## src/include/iss_pkg.sv

```systemverilog
// constants shared by the serial port slave engine
package iss_pkg;
  // mode field encodings
  localparam logic [3:0] MODE_SLV7 = 4'h6;
  localparam logic [3:0] MODE_SLV10 = 4'h7;
  localparam logic [3:0] MODE_MST = 4'h8;
  localparam logic [3:0] MODE_FWMST = 4'hb;
  localparam logic [3:0] MODE_SLV7_SP = 4'he;
  localparam logic [3:0] MODE_SLV10_SP = 4'hf;
  // ten-bit header pattern in the top five bits of the first byte
  localparam logic [4:0] TEN_BIT_HDR = 5'h1e;
  // bit counts within a byte frame
  localparam logic [3:0] BITS_PER_BYTE = 4'h8;
  localparam logic [3:0] ACK_BIT = 4'h9;
  // data width and fifo depth
  localparam int DATA_W = 8;
  localparam int FIFO_DEPTH = 8;
endpackage

```

## src/design/iss_fifo.sv

```systemverilog
// small flip-flop fifo with valid and ready on both sides
`timescale 1ns/1ns
module iss_fifo #(
  parameter int WIDTH = 8,
  parameter int DEPTH = 8
) (
  input wire logic clk,
  input wire logic reset,
  input wire logic in_valid,
  output logic in_ready,
  input wire logic [WIDTH-1:0] in_data,
  output logic out_valid,
  input wire logic out_ready,
  output logic [WIDTH-1:0] out_data
);
  localparam int AW = (DEPTH > 1) ? $clog2(DEPTH) : 1;
  logic [WIDTH-1:0] mem_q [DEPTH];
  logic [AW-1:0] wr_q;
  logic [AW-1:0] rd_q;
  logic [AW:0] cnt_q;
  logic push;
  logic pop;

  initial begin
    if (DEPTH < 2 || (DEPTH & (DEPTH - 1)) != 0 || WIDTH < 1) begin
      $error("fifo depth must be a power of two of at least two");
    end
  end

  // handshake terms
  assign in_ready = (cnt_q != (AW+1)'(DEPTH));
  assign out_valid = (cnt_q != '0);
  assign push = in_valid && in_ready;
  assign pop = out_valid && out_ready;
  assign out_data = mem_q[rd_q];

  // storage write
  always_ff @(posedge clk) begin
    if (push) begin
      mem_q[wr_q] <= in_data;
    end
  end

  // pointers and fill count
  always_ff @(posedge clk) begin
    if (reset) begin
      wr_q <= '0;
      rd_q <= '0;
      cnt_q <= '0;
    end else begin
      if (push) begin
        wr_q <= wr_q + 1'b1;
      end
      if (pop) begin
        rd_q <= rd_q + 1'b1;
      end
      cnt_q <= cnt_q + (AW+1)'(push) - (AW+1)'(pop);
    end
  end
endmodule

```

## src/design/iss_slave.sv

```systemverilog
// serial port slave engine with address match and clock stretching
// Function
// - whole port stays idle until port_enable is set
// - four bit mode field picks one of six modes
// - pins driven only open drain when direction bits select input
// - address match always flags; start/stop flag only in those modes
// - matched address or data byte is acknowledged and buffered
// - full or overflow beforehand: no ack, buffer kept, flag still set
// - buffer read clears full; overflow cleared only by software
// - wait for start, shift eight bits on rising scl
// - compare shift bits seven to one with own address after bit eight
// - on match load buffer, set full, ack, flag at ninth fall
// - ten bit header is 11110, two msbs, write bit, then low byte
// - ten bit write header and low address byte set update_address until address written
// - write direction clears read flag, buffers address, acks
// - flag once per byte, held until software clears it
// - read direction sets read flag, acks, stretches scl always
// - transmit write loads shift reg, shifted out on falling scl
// - master nack on ninth rise resets status, waits for start
// - stretch enable holds scl after a received data byte while the buffer is still full
// - data receive in seven or ten bit mode with stretch enable clears clock_release at ninth fall if full
// - software may set clock_release whatever the full state
// - ten bit address phase stretches while update_address is set
// - full based stretching only in data phases
`timescale 1ns/1ns
module iss_slave #(
  parameter int FIFO_W = iss_pkg::DATA_W,
  parameter int FIFO_D = iss_pkg::FIFO_DEPTH
) (
  input wire logic clk,
  input wire logic reset,
  input wire logic port_enable,
  input wire logic [3:0] mode_sel,
  input wire logic stretch_enable,
  input wire logic [1:0] pin_direction_bits,
  input wire logic [9:0] own_address_reg,
  input wire logic addr_write,
  input wire logic buf_read,
  input wire logic irq_clear,
  input wire logic overflow_clear,
  input wire logic clock_release_set,
  input wire logic [7:0] tx_data,
  input wire logic tx_write,
  input wire logic scl_in,
  input wire logic sda_in,
  output logic scl_out,
  output logic scl_oe,
  output logic sda_out,
  output logic sda_oe,
  output logic [7:0] rx_tx_buffer,
  output logic buffer_full,
  output logic receive_overflow,
  output logic port_irq_flag,
  output logic update_address,
  output logic read_write,
  output logic clock_release,
  output logic start_seen,
  output logic stop_seen,
  output logic rx_valid,
  input wire logic rx_ready,
  output logic [7:0] rx_data
);
  typedef enum logic [4:0] {
    ISS_IDLE = 5'h01,
    ISS_ADDR = 5'h02,
    ISS_RX = 5'h04,
    ISS_TX = 5'h08,
    ISS_ACKIN = 5'h10
  } iss_state_t;

  initial begin
    if (FIFO_W != iss_pkg::DATA_W) begin
      $error("fifo width must match the byte width");
    end
  end

  iss_state_t st_q;
  logic [1:0] scl_sync_q;
  logic [1:0] sda_sync_q;
  logic scl_prev_q;
  logic sda_prev_q;
  logic [7:0] shift_reg_q;
  logic [3:0] bit_cnt_q;
  logic ack_q;
  logic hold_q;
  logic ten_hi_q;
  logic ten_done_q;
  logic data_phase_q;
  logic fifo_in_ready;
  logic fifo_out_valid;
  logic [7:0] fifo_out_data;
  logic fifo_push;
  logic scl_rise;
  logic scl_fall;
  logic start_det;
  logic stop_det;
  logic slave_mode;
  logic ten_mode;
  logic sp_mode;
  logic active;
  logic pins_ok;
  logic addr_hit;
  logic byte_done;
  logic ninth_fall;
  logic accept;
  logic ten_low;

  // two flip-flop synchronisers for the pins
  always_ff @(posedge clk) begin
    if (reset) begin
      scl_sync_q <= 2'h3;
      sda_sync_q <= 2'h3;
      scl_prev_q <= 1'b1;
      sda_prev_q <= 1'b1;
    end else begin
      scl_sync_q <= {scl_sync_q[0], scl_in};
      sda_sync_q <= {sda_sync_q[0], sda_in};
      scl_prev_q <= scl_sync_q[1];
      sda_prev_q <= sda_sync_q[1];
    end
  end

  // mode decode and bus events
  assign ten_mode = (mode_sel == iss_pkg::MODE_SLV10)
    || (mode_sel == iss_pkg::MODE_SLV10_SP);
  assign sp_mode = (mode_sel == iss_pkg::MODE_SLV7_SP)
    || (mode_sel == iss_pkg::MODE_SLV10_SP);
  assign slave_mode = ten_mode || sp_mode
    || (mode_sel == iss_pkg::MODE_SLV7);
  assign active = port_enable && slave_mode;
  assign pins_ok = &pin_direction_bits;
  assign scl_rise = scl_sync_q[1] && !scl_prev_q;
  assign scl_fall = !scl_sync_q[1] && scl_prev_q;
  assign start_det = scl_sync_q[1] && scl_prev_q
    && sda_prev_q && !sda_sync_q[1];
  assign stop_det = scl_sync_q[1] && scl_prev_q
    && !sda_prev_q && sda_sync_q[1];
  assign byte_done = scl_fall && (bit_cnt_q == iss_pkg::BITS_PER_BYTE);
  assign ninth_fall = scl_fall && (bit_cnt_q == iss_pkg::ACK_BIT);
  assign accept = !buffer_full && !receive_overflow;
  // the low address byte follows a matched header whose lsb is 0 (write)
  assign ten_low = ten_mode && ten_hi_q && !ten_done_q;

  // address compare for seven bit, ten bit high and ten bit low bytes
  always_comb begin
    addr_hit = 1'b0;
    if (!ten_mode) begin
      addr_hit = shift_reg_q[7:1] == own_address_reg[6:0];
    end else if (ten_low) begin
      addr_hit = shift_reg_q == own_address_reg[7:0];
    end else begin
      addr_hit = (shift_reg_q[7:3] == iss_pkg::TEN_BIT_HDR)
        && (shift_reg_q[2:1] == own_address_reg[9:8]);
      if (shift_reg_q[0] && !ten_done_q) begin
        addr_hit = 1'b0; // read needs a completed write address first
      end
    end
  end

  // bit counter, shift register and transfer state
  always_ff @(posedge clk) begin
    if (reset || !active) begin
      st_q <= ISS_IDLE;
      bit_cnt_q <= '0;
      shift_reg_q <= '0;
      ack_q <= 1'b0;
      ten_hi_q <= 1'b0;
      ten_done_q <= 1'b0;
      data_phase_q <= 1'b0;
    end else if (start_det) begin
      st_q <= ISS_ADDR;
      bit_cnt_q <= '0;
      ack_q <= 1'b0;
      data_phase_q <= 1'b0;
      if (!ten_done_q) begin
        ten_hi_q <= 1'b0;
      end
    end else if (stop_det) begin
      st_q <= ISS_IDLE;
      ten_hi_q <= 1'b0;
      ten_done_q <= 1'b0;
    end else begin
      if (tx_write && st_q == ISS_TX) begin
        shift_reg_q <= tx_data;
      end
      if (scl_rise && st_q != ISS_IDLE) begin
        bit_cnt_q <= bit_cnt_q + 4'h1; // the start's own fall is not a bit
        if (bit_cnt_q < iss_pkg::BITS_PER_BYTE && st_q != ISS_TX) begin
          shift_reg_q <= {shift_reg_q[6:0], sda_sync_q[1]};
        end
        if (st_q == ISS_ACKIN && sda_sync_q[1]) begin
          st_q <= ISS_IDLE;
        end
      end
      if (scl_fall && st_q == ISS_TX
          && bit_cnt_q < iss_pkg::BITS_PER_BYTE) begin
        shift_reg_q <= {shift_reg_q[6:0], 1'b0};
      end
      if (byte_done) begin
        if (st_q == ISS_ADDR) begin
          ack_q <= addr_hit && accept;
          if (!addr_hit) begin
            st_q <= ISS_IDLE;
          end else if (ten_low) begin
            ten_done_q <= 1'b1;
          end else if (ten_mode && !shift_reg_q[0]) begin
            ten_hi_q <= 1'b1;
            ten_done_q <= 1'b0;
          end
        end else if (st_q == ISS_RX) begin
          ack_q <= accept;
        end else if (st_q == ISS_TX) begin
          st_q <= ISS_ACKIN;
        end
      end
      if (ninth_fall) begin
        bit_cnt_q <= '0;
        ack_q <= 1'b0;
        if (st_q == ISS_ADDR) begin
          if (read_write) begin
            st_q <= ISS_TX;
            data_phase_q <= 1'b1;
          end else if (!ten_mode || ten_done_q) begin
            st_q <= ISS_RX;
            data_phase_q <= 1'b1;
          end
        end else if (st_q == ISS_ACKIN) begin
          st_q <= ISS_TX;
        end
      end
    end
  end

  // buffer, full, overflow and direction status
  always_ff @(posedge clk) begin
    if (reset || !active) begin
      rx_tx_buffer <= '0;
      buffer_full <= 1'b0;
      receive_overflow <= 1'b0;
      read_write <= 1'b0;
    end else begin
      if (buf_read) begin
        buffer_full <= 1'b0;
      end
      if (overflow_clear) begin
        receive_overflow <= 1'b0;
      end
      if (tx_write && st_q == ISS_TX) begin
        rx_tx_buffer <= tx_data;
        buffer_full <= 1'b1;
      end
      if (byte_done
          && (st_q == ISS_RX || (st_q == ISS_ADDR && addr_hit))) begin
        if (accept) begin
          rx_tx_buffer <= shift_reg_q;
          buffer_full <= 1'b1;
        end else if (st_q == ISS_RX) begin
          receive_overflow <= 1'b1;
        end
        if (st_q == ISS_ADDR && !ten_low) begin
          read_write <= shift_reg_q[0];
        end
      end
      if (byte_done && st_q == ISS_TX) begin
        buffer_full <= 1'b0;
      end
      if (scl_rise && st_q == ISS_ACKIN && sda_sync_q[1]) begin
        read_write <= 1'b0;
      end
    end
  end

  // interrupt flag and start/stop status
  always_ff @(posedge clk) begin
    if (reset || !active) begin
      port_irq_flag <= 1'b0;
      start_seen <= 1'b0;
      stop_seen <= 1'b0;
    end else begin
      if (start_det) begin
        start_seen <= 1'b1;
        stop_seen <= 1'b0;
      end
      if (stop_det) begin
        stop_seen <= 1'b1;
        start_seen <= 1'b0;
      end
      if (ninth_fall && st_q != ISS_IDLE) begin
        port_irq_flag <= 1'b1;
      end else if (sp_mode && (start_det || stop_det)) begin
        port_irq_flag <= 1'b1;
      end else if (irq_clear) begin
        port_irq_flag <= 1'b0;
      end
    end
  end

  // update_address flag for ten bit addressing
  always_ff @(posedge clk) begin
    if (reset || !active) begin
      update_address <= 1'b0;
    end else if (byte_done && st_q == ISS_ADDR && addr_hit && ten_mode
        && (ten_low || !shift_reg_q[0])) begin
      update_address <= 1'b1;
    end else if (addr_write) begin
      update_address <= 1'b0;
    end
  end

  // clock_release bit and the stretch hold
  always_ff @(posedge clk) begin
    if (reset || !active) begin
      clock_release <= 1'b1;
      hold_q <= 1'b0;
    end else begin
      if (clock_release_set) begin
        clock_release <= 1'b1;
      end
      if (ninth_fall && st_q == ISS_ADDR && read_write) begin
        clock_release <= 1'b0;
      end else if (ninth_fall && st_q == ISS_ACKIN && !buffer_full) begin
        clock_release <= 1'b0;
      end else if (ninth_fall && st_q == ISS_RX && data_phase_q
          && stretch_enable && buffer_full) begin
        clock_release <= 1'b0;
      end
      if (ninth_fall && st_q == ISS_ADDR && ten_mode && update_address) begin
        hold_q <= 1'b1;
      end else if (addr_write) begin
        hold_q <= 1'b0;
      end
    end
  end

  // open drain pin drive, low only when enabled
  always_ff @(posedge clk) begin
    if (reset) begin
      scl_out <= 1'b0;
      scl_oe <= 1'b0;
      sda_out <= 1'b0;
      sda_oe <= 1'b0;
    end else begin
      scl_out <= 1'b0;
      sda_out <= 1'b0;
      scl_oe <= active && pins_ok && !scl_sync_q[1]
        && (!clock_release || hold_q);
      sda_oe <= active && pins_ok && (ack_q
        || (st_q == ISS_TX && bit_cnt_q <= iss_pkg::BITS_PER_BYTE
        && !shift_reg_q[7]));
    end
  end

  // received data bytes also stream into the fifo
  assign fifo_push = byte_done && st_q == ISS_RX && accept;

  iss_fifo #(
    .WIDTH(FIFO_W),
    .DEPTH(FIFO_D)
  ) u_fifo (
    .clk(clk),
    .reset(reset),
    .in_valid(fifo_push),
    .in_ready(fifo_in_ready),
    .in_data(shift_reg_q),
    .out_valid(fifo_out_valid),
    .out_ready(rx_ready && !rx_valid),
    .out_data(fifo_out_data)
  );

  // registered fifo output stage
  always_ff @(posedge clk) begin
    if (reset) begin
      rx_valid <= 1'b0;
      rx_data <= '0;
    end else if (fifo_out_valid && rx_ready && !rx_valid) begin
      rx_valid <= 1'b1;
      rx_data <= fifo_out_data;
    end else begin
      rx_valid <= 1'b0;
    end
  end
endmodule

```

## config.mk

```make
export PLATFORM = sky130hd
export DESIGN_NAME = iss_slave
export DESIGN_NICKNAME = d
export VERILOG_FILES = /design/src/include/iss_pkg.sv /design/src/design/iss_fifo.sv /design/src/design/iss_slave.sv
export SDC_FILE = /design/constraint.sdc
export NUM_CORES = 1
export LEC_CHECK = 0
export ABC_AREA = 1
export BUFFER_PORTS_ARGS = -buffer_cell sky130_fd_sc_hd__buf_4
export CAP_MARGIN = 30
export CORE_MARGIN = 2
export CORE_UTILIZATION = 63
export DETAILED_ROUTE_END_ITERATION = 12
export GPL_TIMING_DRIVEN = 0
export MAX_ROUTING_LAYER = met4
export PLACE_DENSITY = 0.95
export SETUP_SLACK_MARGIN = 0.5
export SLEW_MARGIN = 40
export SYNTH_ARGS = -nofsm -noshare
export SYNTH_HDL_FRONTEND = slang
export SYNTH_SLANG_ARGS = --single-unit
```

## constraint.sdc

```tcl
create_clock -name clk -period 5.05 [get_ports clk]
set_input_delay 0.2525 -clock clk [delete_from_list [all_inputs] [get_ports clk]]
set_output_delay 0.2525 -clock clk [all_outputs]
set_load 0.1 [all_outputs]
```

==> flow_metrics.env, run 1 <==
export IMPL_status="complete, but fails checks"
export IMPL_violations="negative hold slack"
export IMPL_setup_worst_path_end_class="register"
export IMPL_clockBufferDepth=2
export IMPL_final_common_cell="nand2_1"
export IMPL_critical_path_cell_chain="inv_1 > ha_1 > nand3_1 > nor2_1 > inv_1 > nor2_2 > nand2_1 > nor3_2"
export IMPL_finalSetupTns_ns=0
export IMPL_max_stage_delay_ns=0.69
export IMPL_crit_required_ns=5.20
export IMPL_fin_crit_sh=0.565
export IMPL_pwr_density_cell_nw_per_um2=425
export IMPL_diodes=0
export IMPL_start_kind="register"
export IMPL_die_area_um2=10200
export IMPL_num_rows=35
export IMPL_min_from="addr_write"
export IMPL_numCtsBuffers=17
export IMPL_post_route_min_period_ns=2.85
export IMPL_r2r_end="u_fifo.mem_q[3][0]"
export IMPL_yosys_area_top_type="edfxtp_1"
export IMPL_slowest_stage="nor3_2"
export IMPL_max_cap_viol_count=0
export IMPL_ctsResizeCount=0
export IMPL_hold_depth=4
export IMPL_seq_area_frac_synth=0.545
export IMPL_io_pins=66
export IMPL_synthXorXnorAreaFrac=0.0148
export IMPL_grt_use_total=0.322
export IMPL_drive_above_1_share=0.172
export IMPL_synth_mux_area_frac=0
export IMPL_reg2reg_depth=8
export IMPL_vias=5277
export IMPL_rr_startpoint="bit_cnt_q[0]"
export IMPL_wl_per_cell_um=17.4
export IMPL_power_leakage_nw=3.07
export IMPL_fmax_mhz=351
export IMPL_ys_top_cells_by_area="edfxtp_1 (32%), dfxtp_1 (22%), nand2_1 (8.5%)"
export IMPL_syn_area_per_cell_um2=8.70
export IMPL_worst_pin_slew_ns=0.837
export IMPL_synth_top_cell_area_share=0.325
export IMPL_vias_per_cell=5.93
export IMPL_syn_inst=680
export IMPL_clk_latency_ns=0.53
export IMPL_reg2reg_setup_slack_ns=2.20
export IMPL_hold_end="update_address"
export IMPL_drc_errors=0
export IMPL_syn_to_final_growth_pct=22.3
export IMPL_synth_top_family_by_area="simple AND/OR/NAND/NOR gates"
export IMPL_core_um2=9200
export IMPL_timing_hold_ws_ns=-0.00103
export IMPL_root_buffer="clkbuf_8"
export IMPL_synth_area_um2=5920
export IMPL_path_clk_slew_ns=0.06
export IMPL_synthAdderAreaFrac=0.0266
export IMPL_n_fill_cell=544
export IMPL_drt_iter0_drc=581
export IMPL_grt_overflow=0
export IMPL_gp_congestion=0.949
export IMPL_cts_tree="yes"
export IMPL_worstPathArrival_ns=3.01
export IMPL_hold_class="input pin to register"
export IMPL_fin_util=0.787
export IMPL_synth_edf_count=64
export IMPL_synth_ff_type="dfxtp_1"
export IMPL_critical_path_class="register to register"
export IMPL_crit_top_cell="inv_1"
export IMPL_hpwl_um=10400
export IMPL_routed_wl_um=15500
export IMPL_post_cts_buffers=0
export IMPL_drtPass1Iterations=6
export IMPL_final_cell_mix="nand2_1 (134), nor2_1 (87), inv_1 (73), buf_4 (66), dfxtp_1 (65)"
export IMPL_yosys_area_share_simple=0.201
export IMPL_slew_violations=0
export IMPL_io_buffers=62
export IMPL_antenna_found_initial=0
export IMPL_cts_max_level=4
export IMPL_fp_dieW_um=101
export IMPL_crit_fanout=8
export IMPL_setup_violations=0
export IMPL_rsz0062_at_grt="no"
export IMPL_grt_max_degree=17
export IMPL_yosysUniqueCellTypes=43
export IMPL_skew_ns=0.00863
export IMPL_ir_drop_uv=247
export IMPL_finalNetCount=815
export IMPL_antenna_left=0
export IMPL_die_h_um=101
export IMPL_ys_warn_count=0
export IMPL_synthArstFlopShare=0
export IMPL_hold_violations=1
export IMPL_grt_pass1_vias=4994
export IMPL_initial_utilization=0.643
export IMPL_relSlewSlack=0.439
export IMPL_synth_seq_cells=129
export IMPL_synth_compound_area_frac=0.140
export IMPL_cts_sinks=129
export IMPL_grt_pass1_wl_um=24100
## worst max-delay path by stage
stage	endpoint	from	slack, ns
after floorplan	u_fifo.cnt_q[2]	rx_valid	2.49
after global placement	u_fifo.mem_q[3][1]	bit_cnt_q[0]	2.17
after detailed placement	u_fifo.cnt_q[2]	u_fifo.cnt_q[2]	2.40
after CTS	u_fifo.mem_q[1][3]	bit_cnt_q[0]	2.35
after global routing	u_fifo.cnt_q[3]	u_fifo.cnt_q[2]	2.15
final	u_fifo.mem_q[3][0]	bit_cnt_q[0]	2.20
## per-stage QoR
| step | cells | power, mW | setup WS [ns] | hold WS [ns] | instance area, um^2 |
|---|---|---|---|---|---|
| 2_1_floorplan | 681 | 1.61 | 2.49 | 0.356 | 5920 |
| 4_1_cts | 890 | 3.06 | 2.35 | 0.00118 | 7230 |
| 3_3_place_gp | 854 | 1.75 | 2.17 | 0.400 | 6520 |
| 5_1_grt | 890 | 3.18 | 2.15 | 0.0230 | 7230 |
| 3_5_place_dp | 854 | 1.80 | 2.40 | 0.405 | 6560 |
| 6_report | 890 | 3.07 | 2.20 | -0.00103 | 7230 |
## final cells by class
| cell class | count | area (um^2) | area share |
|---|---|---|---|
| Timing Repair Buffer | 66 | 505 | 0.0699 |
| Multi-Input combinational cell | 446 | 2320 | 0.320 |
| Tap cell | 111 | 139 | 0.0192 |
| Clock inverter | 8 | 120 | 0.0166 |
| Buffer | 24 | 118 | 0.0163 |
| Sequential cell | 129 | 3220 | 0.446 |
| Inverter | 82 | 308 | 0.0426 |
| Clock buffer | 24 | 503 | 0.0695 |
## cell usage after synthesis, types with 9 or more instances
cell type,n
a21oi_1,35
clkbuf_1,13
dfxtp_1,65
edfxtp_1,64
ha_1,11
inv_1,73
nand2_1,134
nand3_1,22
nor2_1,87
nor3_1,13
o211ai_1,17
o21ai_0,57
o22ai_1,9
xnor2_1,9
## flip-flops by register name (all words and copies together), names as in the netlist, 2 cells and up
name          cells
u_fifo.mem_q     64
rx_data           8
rx_tx_buffer      8
shift_reg_q       8
st_q              5
bit_cnt_q         4
u_fifo.cnt_q      4
u_fifo.rd_q       3
u_fifo.wr_q       3
scl_sync_q        2
sda_sync_q        2
## layer usage
metal,share of wire,vias up,routed length (um),track usage
met3,0.098,56,1530,0.0659
li1,-,2451,-,-
met5,0,-,0,-
met2,0.49,377,7540,0.534
met1,0.38,2393,5860,0.376
met4,0.037,0,580,0.148
## report_power, final
group | switching, mW | leakage (nW) | internal, mW
Sequential | 0.0331 | 1.25 | 1.13
Combinational | 0.449 | 1.52 | 0.189
Clock | 0.440 | 0.300 | 0.836
## cells by family after synthesis
kind of cell             count (synthesis)
XOR/XNOR                                10
adder cells (fa/ha/maj)                 12
buffers and inverters                  106
AND/OR/NAND/NOR                        282
AO/OA/AOI/OAI                          140
other                                    1
flip-flops                             129
## worst max-delay path: cells and delay by family (launching register included)
kind	cells	cell delay, ns
buf+inv	2	0.26
fa+ha+maj	1	0.17
simple gates	5	1.69
flops	1	0.35
## timing repair
action / in CTS / in global routing
hold buffers: 4 / 0
endpoints found under the setup margin: 0 / 0
endpoints found under the hold margin: 4 / 0
(Power assumes the default switching activity.)
==> run 2: changes to the inputs <==
ABC_AREA = 0   (was 1)
CORE_UTILIZATION = 52   (was 63)
PLACE_DENSITY = 0.86   (was 0.95)
clock period = 2.5 ns   (was 5.05 ns; I/O delays follow)
==> flow_metrics.env, run 2 <==
export IMPL_hold_class="input pin to register"
export IMPL_die_area_um2=11900
export IMPL_power_leakage_nw=2.97
export IMPL_initial_utilization=0.530
export IMPL_gp_congestion=0.933
export IMPL_max_cap_viol_count=0
export IMPL_antenna_left=0
export IMPL_rsz0062_at_grt="yes"
export IMPL_syn_area_per_cell_um2=11.8
export IMPL_hpwl_um=9180
export IMPL_worst_slack_ns=0.121
export IMPL_hold_violations=0
export IMPL_status="finished, final reports clean"
export IMPL_finalSetupTns_ns=0
export IMPL_io_pins=66
export IMPL_synth_seq_cells=129
export IMPL_grt_pass1_wl_um=22400
export IMPL_cts_sinks=129
export IMPL_cts_tree="yes"
export IMPL_drt_iter0_drc=308
export IMPL_diodes=0
export IMPL_setup_violations=0
export IMPL_post_route_min_period_ns=2.38
export IMPL_fin_crit_sh=0.952
export IMPL_synthArstFlopShare=0
export IMPL_yosysUniqueCellTypes=53
export IMPL_placed_area_um2=6470
export IMPL_syn_to_final_growth_pct=36.3
export IMPL_yosys_top_cells_count="dfxtp_1 (65), edfxtp_1 (64), nor2_1 (56), nand2_1 (30), a21oi_1 (26)"
export IMPL_start_kind="register"
export IMPL_vias_per_cell=5.75
export IMPL_routed_wl_um=14400
export IMPL_io_buffers=62
export IMPL_worst_pin_slew_ns=0.895
export IMPL_crit_top_cell="buf_4"
export IMPL_ys_warn_count=0
export IMPL_fp_dieW_um=109
export IMPL_critical_path_class="register to register"
export IMPL_grt_pass1_vias=4426
export IMPL_numCtsBuffers=17
export IMPL_wl_per_cell_um=18.7
export IMPL_syn_inst=484
export IMPL_final_cell_mix="buf_4 (88), edfxtp_1 (64), nor2_1 (48), dfxtp_1 (48), nand2_1 (28)"
export IMPL_drive_above_1_share=0.371
export IMPL_ys_top_cells_by_area="edfxtp_1 (34%), dfxtp_1 (23%), mux4_2 (6.3%)"
export IMPL_root_buffer="clkbuf_8"
export IMPL_core_um2=10800
export IMPL_slowest_stage="nor3_1"
export IMPL_slew_violations=0
export IMPL_seq_area_frac_synth=0.564
export IMPL_num_rows=38
export IMPL_synth_ff_type="dfxtp_1"
export IMPL_drc_errors=0
export IMPL_antenna_found_initial=0
export IMPL_setup_worst_path_end_class="register"
export IMPL_yosys_area_top_type="edfxtp_1"
export IMPL_worstPathArrival_ns=2.78
export IMPL_drtPass1Iterations=5
export IMPL_vias=4431
export IMPL_fmax_mhz=420
export IMPL_crit_fanout=5
export IMPL_clk_latency_ns=0.52
export IMPL_synth_edf_count=64
export IMPL_largest_reg_flops=64
export IMPL_pre_cts_ws_ns=-0.407
export IMPL_relSlewSlack=0.397
export IMPL_skew_ns=0.00798
export IMPL_synth_area_um2=5720
export IMPL_ir_drop_uv=632
export IMPL_final_common_cell="buf_4"
export IMPL_top_register="u_fifo.mem_q"
export IMPL_finalNetCount=667
export IMPL_max_stage_delay_ns=0.38
export IMPL_grt_max_degree=17
export IMPL_stdcell_area_um2=7790
export IMPL_critical_path_cell_chain="buf_6 > xor2_1 > a2111o_1 > o21a_1 > buf_4 > buf_4 > nor3_1 > nor2_1 > o41a_1"
export IMPL_path_clk_slew_ns=0.06
export IMPL_clockBufferDepth=2
export IMPL_cts_max_level=4
export IMPL_grt_use_total=0.261
export IMPL_crit_required_ns=2.90
export IMPL_yosysMostFrequentCell="dfxtp_1"
export IMPL_pwr_density_cell_nw_per_um2=779
export IMPL_synth_top_cell_area_share=0.336
export IMPL_grt_overflow=0
export IMPL_die_h_um=109
[run 2: what timing repair did]
item                                   CTS  global route
cloned                                   0             0
pin swaps                               21            12
endpoints found under the hold margin   24             0
setup endpoints to repair              102            99
gates resized for setup                 58            20
hold buffers                            20             0
setup buffers                           21            11
[run 2: final timing paths]
| check | slack [ns] | start | cells past startpoint | endpoint |
|---|---|---|---|---|
| worst min-delay path | 0.10 | reset | 2 | sda_sync_q[0] |
| worst min register to register | 0.42 | sda_sync_q[0] | 1 | sda_sync_q[1] |
| worst max register to register | 0.12 | shift_reg_q[1] | 9 | st_q[0] |
| worst max-delay path | 0.12 | shift_reg_q[1] | 9 | st_q[0] |
[run 2: logic make-up (layout without fill, tap and decap cells)]
family                   Yosys count  in the layout  share of synthesized area
XOR/XNOR                          27             27                     0.0414
flip-flops                       129            129                      0.564
AO/OA/AOI/OAI                     83             83                      0.106
multiplexers                      35             35                     0.0963
other                              1              2                   0.000656
adder cells (fa/ha/maj)           12             12                     0.0276
AND/OR/NAND/NOR                  155            155                      0.132
buffers and inverters             42            188                     0.0319
[run 2: per-stage QoR]
step | utilization | power (mW) | hold slack (ns) | instances
3_5_place_dp | 0.600 | 3.54 | 0.314 | 687
4_1_cts | 0.709 | 6.07 | 0.0914 | 760
3_3_place_gp | 0.600 | 3.50 | 0.314 | 687
2_1_floorplan | - | 3.28 | 0.229 | 485
5_1_grt | 0.722 | 6.29 | 0.132 | 771
6_report | 0.722 | 6.07 | 0.103 | 771
[run 2: layout make-up]
class | instances | area [um^2]
Clock inverter | 15 | 173
Buffer | 27 | 196
Clock buffer | 17 | 414
Tap cell | 140 | 175
Multi-Input combinational cell | 314 | 2560
Fill cell | 666 | 3000
Sequential cell | 129 | 3260
Inverter | 15 | 58.8
Timing Repair Buffer | 114 | 953
[run 2: worst max-delay path, delay by kind of cell, from the launching register on]
family | cells | cell delay (ns)
buf+inv | 3 | 0.40
compound gates | 3 | 0.85
simple gates | 2 | 0.53
xor+xnor | 1 | 0.13
flops | 1 | 0.35
[run 2: per-layer routing]
layer  GRT usage  vias up  routed length (um)
met3      0.0675       41                 828
met4       0.113        0                 393
met5           -        -                   0
li1            -     2046                   -
met2       0.424      185                7350
met1       0.308     2159                5870
[run 2: power breakdown]
part | internal, mW | switching (mW) | total [mW]
clock network | 1.45 | 0.999 | 2.45
logic | 0.473 | 0.810 | 1.28
registers | 2.29 | 0.0532 | 2.34
